$ cat src/core/cbp_pkg.sv
// constants and types for the local bus pin logic
// ==========================================
// Notes on behaviour
// - timer wave outputs stay driven during bus hold, never floated.
// - each timer output gives single pulse or continuous waveform per its mode.
// - dma request pins are active high levels, synchronised inside.
// - nmi rising edge latched, synchronised, type 2 taken at next instruction boundary.
// - nmi has no mask; every rising edge leads to service; here a high sampled on one clock edge only is dropped by the synchroniser.
// - maskable irq pins used as inputs are active high and synchronised.
// - irq pins 2 and 3 may drive active low acknowledge outputs instead.
// - each maskable irq input selects edge or level detection.
// - slave mode reassigns the functions of irq pins 1 to 3; pin 0 stays a request input.
// - address bits 19..16 driven on upper lines in the address state.
// - later states drive cycle origin line low for cpu, high for dma/refresh.
// - later states hold the other three upper status lines low.
// - upper lines and middle address byte float during hold or reset.
// - address bits 15..8 driven and valid from address state to final state.
// - low byte carries address bits 7..0 first, then data in later states.
// - multiplexed low byte floats during hold and reset.
// - all pin timing follows the processor clock, running through reset and hold.
package cbp_pkg;
  // ==========================================
  // widths and positions
  localparam int ADDR_W = 20;
  localparam int HI_W = 4;
  localparam int BYTE_W = 8;
  localparam int HI_LSB = 16;
  localparam int MID_LSB = 8;
  localparam int N_IRQ = 4;
  localparam int N_DMA = 2;
  localparam int N_TMR = 2;
  // synchronised pin vector layout
  localparam int PIN_DMA = 0;
  localparam int PIN_NMI = 2;
  localparam int PIN_IRQ = 3;
  localparam int PIN_W = 7;
  // ==========================================
  // encodings and reset values
  localparam logic TMR_SINGLE = 1'b0;
  localparam logic TMR_CONT = 1'b1;
  localparam logic [N_TMR-1:0] TMR_RST = 2'h3;
  localparam logic [BYTE_W-1:0] NMI_TYPE = 8'h02;
  localparam logic [HI_W-2:0] STATUS_LOW = 3'h0;
  typedef enum logic [2:0] {
    BS_IDLE,
    BS_HOLD,
    BS_ADDR,
    BS_SECOND,
    BS_THIRD,
    BS_WAIT,
    BS_FINAL
  } cbp_bus_e;
endpackage : cbp_pkg

$ cat src/core/cbp_pin_logic.sv
// local bus, request input and timer output pin logic
//
`timescale 1ns/1ps
module cbp_pin_logic
  import cbp_pkg::*;
(
  input wire logic i_clk,
  input wire logic i_rst_n,
  // core side bus cycle request
  input wire logic i_cycle_req,
  input wire logic [ADDR_W-1:0] i_cycle_addr,
  input wire logic i_cycle_write,
  input wire logic [BYTE_W-1:0] i_cycle_wdata,
  input wire logic i_cycle_dma,
  input wire logic i_wait_req,
  input wire logic i_hold,
  output logic o_bus_idle,
  output logic o_hold_ack,
  output logic o_cycle_done,
  output logic [BYTE_W-1:0] o_cycle_rdata,
  // bus pins
  output logic [HI_W-1:0] o_addr_hi,
  output logic o_addr_hi_oe,
  output logic [BYTE_W-1:0] o_addr_mid,
  output logic o_addr_mid_oe,
  input wire logic [BYTE_W-1:0] i_muxed_addr_data,
  output logic [BYTE_W-1:0] o_muxed_addr_data,
  output logic o_muxed_addr_data_oe,
  // timers
  input wire logic [N_TMR-1:0] i_tmr_mode,
  input wire logic [N_TMR-1:0] i_tmr_fire,
  output logic o_timer_wave_out_0,
  output logic o_timer_wave_out_1,
  // dma request pins
  input wire logic i_dma_request_ch0,
  input wire logic i_dma_request_ch1,
  output logic [N_DMA-1:0] o_dma_req,
  // nmi
  input wire logic i_nmi,
  input wire logic i_instr_boundary,
  output logic o_nmi_take,
  output logic [BYTE_W-1:0] o_nmi_type,
  // maskable interrupt pins
  input wire logic i_irq_in_0,
  input wire logic i_irq_in_1_slave_select,
  input wire logic i_irq_in_2_ack_out_0,
  output logic o_irq_in_2_ack_out_0,
  output logic o_irq_in_2_ack_out_0_oe,
  input wire logic i_irq_in_3_ack_out_1,
  output logic o_irq_in_3_ack_out_1,
  output logic o_irq_in_3_ack_out_1_oe,
  input wire logic [N_IRQ-1:0] i_irq_edge_mode,
  input wire logic [N_IRQ-1:0] i_irq_clear,
  input wire logic [1:0] i_ack_out_en,
  input wire logic [1:0] i_int_ack,
  input wire logic i_slave_mode,
  input wire logic i_slave_irq,
  output logic [N_IRQ-1:0] o_irq_req,
  output logic o_slave_select
);

  // ==========================================
  // state
  typedef struct packed {
    cbp_bus_e st;
    logic [ADDR_W-1:0] addr;
    logic wr;
    logic [BYTE_W-1:0] wdata;
    logic dma;
    logic [HI_W-1:0] hi_out;
    logic hi_oe;
    logic [BYTE_W-1:0] mid_out;
    logic mid_oe;
    logic [BYTE_W-1:0] ad_out;
    logic ad_oe;
    logic idle;
    logic hold_ack;
    logic done;
    logic [BYTE_W-1:0] rdata;
    logic [N_TMR-1:0] tmr;
    logic [PIN_W-1:0] s1;
    logic [PIN_W-1:0] s2;
    logic [PIN_W-1:0] s3;
    logic [PIN_W-1:0] flt;
    logic [PIN_W-1:0] flt_prev;
    logic nmi_pend;
    logic nmi_take;
    logic [N_IRQ-1:0] irq_lat;
    logic [N_IRQ-1:0] irq_req;
    logic [1:0] ack_out;
    logic [1:0] ack_oe;
    logic slave_sel;
    logic [BYTE_W-1:0] nmi_type;
  } cbp_state_s;

  cbp_state_s q;
  cbp_state_s d;
  logic [PIN_W-1:0] pins;
  logic [N_IRQ-1:0] irq_lvl;
  logic [N_IRQ-1:0] irq_rise;
  logic nmi_rise;

  assign pins = {i_irq_in_3_ack_out_1, i_irq_in_2_ack_out_0, i_irq_in_1_slave_select, i_irq_in_0, i_nmi,
                 i_dma_request_ch1, i_dma_request_ch0};
  assign irq_lvl = q.flt[PIN_IRQ +: N_IRQ];
  assign irq_rise = irq_lvl & ~q.flt_prev[PIN_IRQ +: N_IRQ];
  assign nmi_rise = q.flt[PIN_NMI] & ~q.flt_prev[PIN_NMI];

  // ==========================================
  // next state
  always_comb begin
    d = q;
    d.done = 1'b0;
    // three stage pin synchroniser, change accepted when stages two and three agree
    d.s1 = pins;
    d.s2 = q.s1;
    d.s3 = q.s2;
    d.flt_prev = q.flt;
    for (int i = 0; i < PIN_W; i++) begin
      if (q.s2[i] == q.s3[i]) begin
        d.flt[i] = q.s3[i];
      end
    end
    // bus sequencer
    case (q.st)
      BS_IDLE: begin
        if (i_hold) begin
          d.st = BS_HOLD;
        end else if (i_cycle_req) begin
          d.st = BS_ADDR;
          d.addr = i_cycle_addr;
          d.wr = i_cycle_write;
          d.wdata = i_cycle_wdata;
          d.dma = i_cycle_dma;
        end
      end
      BS_HOLD: begin
        if (!i_hold) begin
          d.st = BS_IDLE;
        end
      end
      BS_ADDR: d.st = BS_SECOND;
      BS_SECOND: d.st = BS_THIRD;
      BS_THIRD, BS_WAIT: begin
        d.st = i_wait_req ? BS_WAIT : BS_FINAL;
      end
      BS_FINAL: begin
        d.st = BS_IDLE;
        d.done = 1'b1;
        // bus data is timed by the processor clock, so it is taken directly in the final state
        d.rdata = i_muxed_addr_data;
      end
      default: d.st = BS_IDLE;
    endcase
    // pin drive follows the state being entered
    case (d.st)
      BS_ADDR: begin
        d.hi_out = d.addr[HI_LSB +: HI_W];
        d.hi_oe = 1'b1;
        d.mid_out = d.addr[MID_LSB +: BYTE_W];
        d.mid_oe = 1'b1;
        d.ad_out = d.addr[BYTE_W-1:0];
        d.ad_oe = 1'b1;
      end
      BS_SECOND, BS_THIRD, BS_WAIT, BS_FINAL: begin
        d.hi_out = {d.dma, STATUS_LOW};
        d.hi_oe = 1'b1;
        d.ad_out = d.wdata;
        d.ad_oe = d.wr;
      end
      BS_HOLD: begin
        d.hi_oe = 1'b0;
        d.mid_oe = 1'b0;
        d.ad_oe = 1'b0;
      end
      default: begin
        d.ad_oe = 1'b0;
      end
    endcase
    d.idle = (d.st == BS_IDLE);
    d.hold_ack = (d.st == BS_HOLD);
    // timer waveforms, never floated
    for (int t = 0; t < N_TMR; t++) begin
      if (i_tmr_mode[t] == TMR_CONT) begin
        d.tmr[t] = i_tmr_fire[t] ? ~q.tmr[t] : q.tmr[t];
      end else begin
        d.tmr[t] = ~i_tmr_fire[t];
      end
    end
    // nmi, unmaskable, set wins over the taking
    d.nmi_take = q.nmi_pend & i_instr_boundary;
    d.nmi_pend = nmi_rise | (q.nmi_pend & ~i_instr_boundary);
    // maskable requests, edge latches keep set over clear
    for (int k = 0; k < N_IRQ; k++) begin
      d.irq_lat[k] = irq_rise[k] | (q.irq_lat[k] & ~i_irq_clear[k]);
      d.irq_req[k] = i_irq_edge_mode[k] ? d.irq_lat[k] : irq_lvl[k];
    end
    if (i_slave_mode) begin
      d.irq_req[N_IRQ-1:1] = '0;
      d.slave_sel = irq_lvl[1];
      d.ack_out = {i_slave_irq, ~i_int_ack[0]};
      d.ack_oe = {1'b1, i_ack_out_en[0]};
    end else begin
      d.slave_sel = 1'b0;
      d.ack_out = ~i_int_ack;
      d.ack_oe = i_ack_out_en;
      d.irq_req[3:2] = d.irq_req[3:2] & ~i_ack_out_en;
      d.irq_lat[3:2] = d.irq_lat[3:2] & ~i_ack_out_en;
    end
  end

  // ==========================================
  // registers
  always_ff @(posedge i_clk or negedge i_rst_n) begin
    if (!i_rst_n) begin
      q <= '0;
      q.st <= BS_IDLE;
      q.tmr <= TMR_RST;
      q.idle <= 1'b1;
      q.nmi_type <= NMI_TYPE;
    end else begin
      q <= d;
    end
  end

  // ==========================================
  // outputs
  assign o_bus_idle = q.idle;
  assign o_hold_ack = q.hold_ack;
  assign o_cycle_done = q.done;
  assign o_cycle_rdata = q.rdata;
  assign o_addr_hi = q.hi_out;
  assign o_addr_hi_oe = q.hi_oe;
  assign o_addr_mid = q.mid_out;
  assign o_addr_mid_oe = q.mid_oe;
  assign o_muxed_addr_data = q.ad_out;
  assign o_muxed_addr_data_oe = q.ad_oe;
  assign o_timer_wave_out_0 = q.tmr[0];
  assign o_timer_wave_out_1 = q.tmr[1];
  assign o_dma_req = q.flt[PIN_DMA +: N_DMA];
  assign o_nmi_take = q.nmi_take;
  assign o_nmi_type = q.nmi_type;
  assign o_irq_req = q.irq_req;
  assign o_slave_select = q.slave_sel;
  assign o_irq_in_2_ack_out_0 = q.ack_out[0];
  assign o_irq_in_2_ack_out_0_oe = q.ack_oe[0];
  assign o_irq_in_3_ack_out_1 = q.ack_out[1];
  assign o_irq_in_3_ack_out_1_oe = q.ack_oe[1];
endmodule : cbp_pin_logic

$ cat config.mk
export PLATFORM = sky130hd
export DESIGN_NAME = cbp_pin_logic
export DESIGN_NICKNAME = d
export VERILOG_FILES = /design/src/core/cbp_pkg.sv /design/src/core/cbp_pin_logic.sv
export SDC_FILE = /design/constraint.sdc
export NUM_CORES = 1
export LEC_CHECK = 0
export BUFFER_PORTS_ARGS = -buffer_cell sky130_fd_sc_hd__buf_2
export CORE_ASPECT_RATIO = 0.6
export CORE_MARGIN = 5
export CORE_UTILIZATION = 45
export CTS_CLUSTER_DIAMETER = 60
export DETAILED_ROUTE_END_ITERATION = 12
export GPL_TIMING_DRIVEN = 0
export PLACE_DENSITY = 0.72
export SYNTH_ARGS = -nofsm -noshare
export SYNTH_HDL_FRONTEND = slang
export SYNTH_SLANG_ARGS = --single-unit
$ cat constraint.sdc
create_clock -name i_clk -period 1.64 [get_ports i_clk]
set_clock_uncertainty 0.1 [all_clocks]
set_input_delay 0.082 -clock i_clk [delete_from_list [all_inputs] [get_ports i_clk]]
set_output_delay 0.082 -clock i_clk [all_outputs]
set_load 0.005 [all_outputs]
# Word level (Yosys, flattened, before mapping)
# Index checks and enable logic that the tools add are counted.
# word_totals
ff_bits	119
input_bits	69
output_inout_bits	56
word_cells	118
# classes
n_eq_ne	21
mux	25
n_bitwise	29
reduce_logical	8
# ops
operator	count
30-bit 2-to-1 mux	2
33-bit 2-to-1 mux	1
3-bit equality test (second input constant)	6
8-bit case mux with 2 select lines	1
3-bit case mux with 5 select lines	1
3-bit by 2-bit equality test with 1-bit output (second input constant)	4
1-bit NOT	11
1-bit 2-to-1 mux	9
9-bit 2-to-1 mux	1
4-bit case mux with 2 select lines	1
1-bit AND	7
1-bit equality test	7
3-bit by 1-bit equality test with 1-bit output (second input constant)	2
3-bit zero test	2
2-bit 2-to-1 mux	3
3-bit 2-to-1 mux	2
1-bit case mux with 2 select lines	3
2-bit nonzero test	3
5-bit 2-to-1 mux	1
1-bit OR	5
5-bit OR reduction	1
2-bit AND	2
4-bit AND	1
2-bit by 1-bit inequality test with 1-bit output (second input constant)	2
4 further kinds	5

# Depth between registers and ports, before layout
# depth
depth_word	6
ltp_mapped	6

# Worst setup path before layout
# No wires, ideal clock.
# synth_timing
path_type	register -> register
startpoint	register q[125] (netlist name)
endpoint	register q[100] (netlist name)
arrival_ns	1.420
setup_slack_ns	-0.005
path_stages_with_launch	7
path_buffers	3
period_less_slack_ns	1.645
cell_sequence	dfrtp_1 buf_6 nor3_4 and2_4 buf_12 buf_12 mux2_4
# synth_rtl
item	line_no	source
start: declaration	cbp_pin_logic.sv:96	cbp_state_s q;

==> results.md <==
* Status: completed
* Antenna Cells at 0
* Crit-path slowest cell: dlygate4sd3_1
* Clk buf depth at 2
* WS Path Type: in -> reg
* Antenna violations before repair at 0
* VDD IR max at 973 uV
* Post-synth ARST share at 100%
* Crit end category: flip-flop
* Max cap viols at 0
* Worst-path cell chain: dlygate4sd3_1 -> buf_2 -> nor2b_1 -> a22oi_1 -> nor3_1 -> dlygate4sd3_1
* CORE AREA at 8490 um2
* Count of state elements after synthesis at 97
* Endpoints failing setup at 0
* Most used DFF post-synth: dfrtp_1
* Final Power at 8.57 mW
* Final wirelength at 8210 um
* Cts bufs inserted at 9
* Placer Congestion at 0.710
* Drt first pass iters at 4
* Rows at 26
* Most frequent cells in the layout: buf_2, dfrtp_1, dlygate4sd3_1, buf_4, mux2i_1
* Fmax at 626 MHz
* YS warnings at 0
* Worst EP arrival at 1770 ps
* Via Count at 2613
* Commonest non-fill, non-tap cell in the layout: buf_2
* Final Cycle Share at 97.4%
* Placed cell area at 4670 um2
* Final #Nets at 546
* GRT Overall Usage at 16.0%
* Clk_lat worst skew at 330 ps
* Crit path required time at 1810 ps
* Slew HR at 66.0%
* Final Cell Area at 5720 um2
* GR Overflow Total at 0
* Chip Width at 130 um
* Pwr per Cell Area at 1500 nW/um2
* Fraction of the yosys area taken by sequential cells at 62.3%
* Most common cell on crit path: dlygate4sd3_1
* H-tree levels at 3
* Hold crit path type: in -> reg
* Layout cells sized above 1 at 45.6%
* Final Hold Viols at 0
* Initial drt markers at 107
* Chip height at 82.1 um
* Slew Limit Fails at 0
* Number of synthesized flops with an enable pin at 0
* Clock slew at reported path FFs at 60 ps
* Netlist cell types at 33
* # IOs at 125
* Layout area overhead at 46.6%
* Global-route wire length before repair at 12900 um
* Final worst slack at 41.9 ps
* Critical path peak fanout at 2
* CTS tree: built
* Clock sink count at 97
* Residual DRC count at 0
* Via-to-Cell Ratio at 4.40
* Startpoint Class: input pin
* PortBufs at 116
* DP Worst Slack at -104 ps
* Post-Syn Area per Cell at 14.2 um2
* Initial core utilization at 45.9%
* CTS root buf: clkbuf_16
* Worst path max stage delay at 570 ps
* Syn Std Cell Area at 3900 um2
* Worst slew pin tran at 510 ps
* Avg WL per Cell at 13.8 um
* Largest net degree at the start of global routing at 60
* Final Critical Period at 1600 ps
* Inst Count DP at 509
* HPWL after detailed placement at 5360 um
* Antenna viol nets, final at 0
* Die area at 10700 um2
* Mapped Cells at 274
* Non-Filler Instances at 594
* Vias in the first global route at 2771
* Pleak at 2.85 nW
==> per-stage QoR <==
step	utilization (%)	hold slack (ps)	TNS, ps
final	67.4	71.9	0
after global routing	67.4	93.3	-2.62
after CTS	66.7	87.3	0
after detailed placement	55.1	-10.6	-920
after global placement	54.7	89.8	-48290
after floorplan	-	-314	0
==> logic make-up after synthesis <==
kind of cell | after synthesis | synth area share [%]
XOR/XNOR | 3 | 0.674
multiplexers | 55 | 15.8
flip-flops | 97 | 62.3
adder cells (fa/ha/maj) | 7 | 1.80
buffers and inverters | 64 | 11.9
other | 2 | 0.193
AO/OA/AOI/OAI | 22 | 3.69
AND/OR/NAND/NOR | 24 | 3.56
==> worst paths after layout <==
| check | startpoint | end | depth (start not counted) | slack (ps) |
|---|---|---|---|---|
| worst max-delay path | i_irq_clear[2] | o_irq_req[2]$_DFF_PN0_ | 6 | 40 |
| worst min-delay path | i_cycle_req | o_bus_idle$_DFF_PN1_ | 3 | 70 |
| worst max register to register | q[125]$_DFF_PN0_ | q[94]$_DFF_PN0_ | 5 | 50 |
| worst min register to register | d[49]$_DFF_PN0_ | d[42]$_DFF_PN0_ | 0 | 240 |
| max in group asynchronous | i_rst_n | o_muxed_addr_data[0]$_DFFE_PN0P_ | 3 | 640 |
| min in group asynchronous | i_rst_n | o_addr_mid[0]$_DFFE_PN0N_ | 2 | 150 |
==> power breakdown <==
part           internal [mW]  switching (mW)
Clock                   1.26           0.837
Sequential              3.07           0.333
Combinational           1.87            1.19
Total                   6.20            2.36
==> synthesized netlist by cell type (2+ instances only) <==
library cell	number	area, um2
a21oi_1	7	35.0
a22o_1	3	26.3
a22oi_1	2	15.0
buf_12	3	60.1
buf_2	3	15.0
buf_4	42	315
buf_6	2	22.5
conb_1	2	7.51
dfrtp_1	94	2350
dfstp_2	3	78.8
inv_1	14	52.6
maj3_1	7	70.1
mux2_2	18	203
mux2_4	9	135
mux2i_1	28	280
nand2_1	6	22.5
nand2b_1	2	12.5
nor2_1	3	11.3
nor2b_1	5	31.3
o21ai_0	3	15.0
o221ai_1	2	17.5
o22ai_1	4	25.0
xnor2_1	2	17.5
==> sequential cells by signal (all words and copies together), names as in the netlist, 2 cells and up <==
signal / flops
q: 30
o_dma_req: 2
o_addr_mid: 8
o_irq_req: 4
o_cycle_rdata: 8
d: 19
o_addr_hi: 4
o_muxed_addr_data: 8
==> repair_timing <==
| item | in CTS | in global routing |
|---|---|---|
| gates cloned | 0 | 1 |
| setup buffers | 1 | 0 |
| hold buffers | 68 | 0 |
| endpoints found under the hold margin | 103 | 0 |
| setup endpoints to repair | 14 | 16 |
| pin swaps | 1 | 0 |
| resized for setup | 3 | 9 |
==> layer usage <==
metal	GRT usage [%]	share of wire [%]
met4	4.98	0.86
met1	18.4	41
met3	6.56	9.6
met2	27.7	48
met5	0	0
==> final cells by class <==
| type | count | area (um2) |
|---|---|---|
| Clock inverter | 4 | 51.3 |
| Timing Repair Buffer | 187 | 1320 |
| Buffer | 49 | 414 |
| Sequential cell | 97 | 2430 |
| Multi-Input combinational cell | 119 | 1050 |
| Clock buffer | 12 | 256 |
| Fill cell | 600 | 2770 |
| Inverter | 14 | 52.6 |
| Tap cell | 112 | 140 |
==> critical path, delay by kind of cell <==
family                 cells  cell delay [ps]
AOI/OAI and AO/OA          1              130
and+or+nand+nor            2              330
buffers and inverters      3             1230
Power figures use the tool's default switching activity.
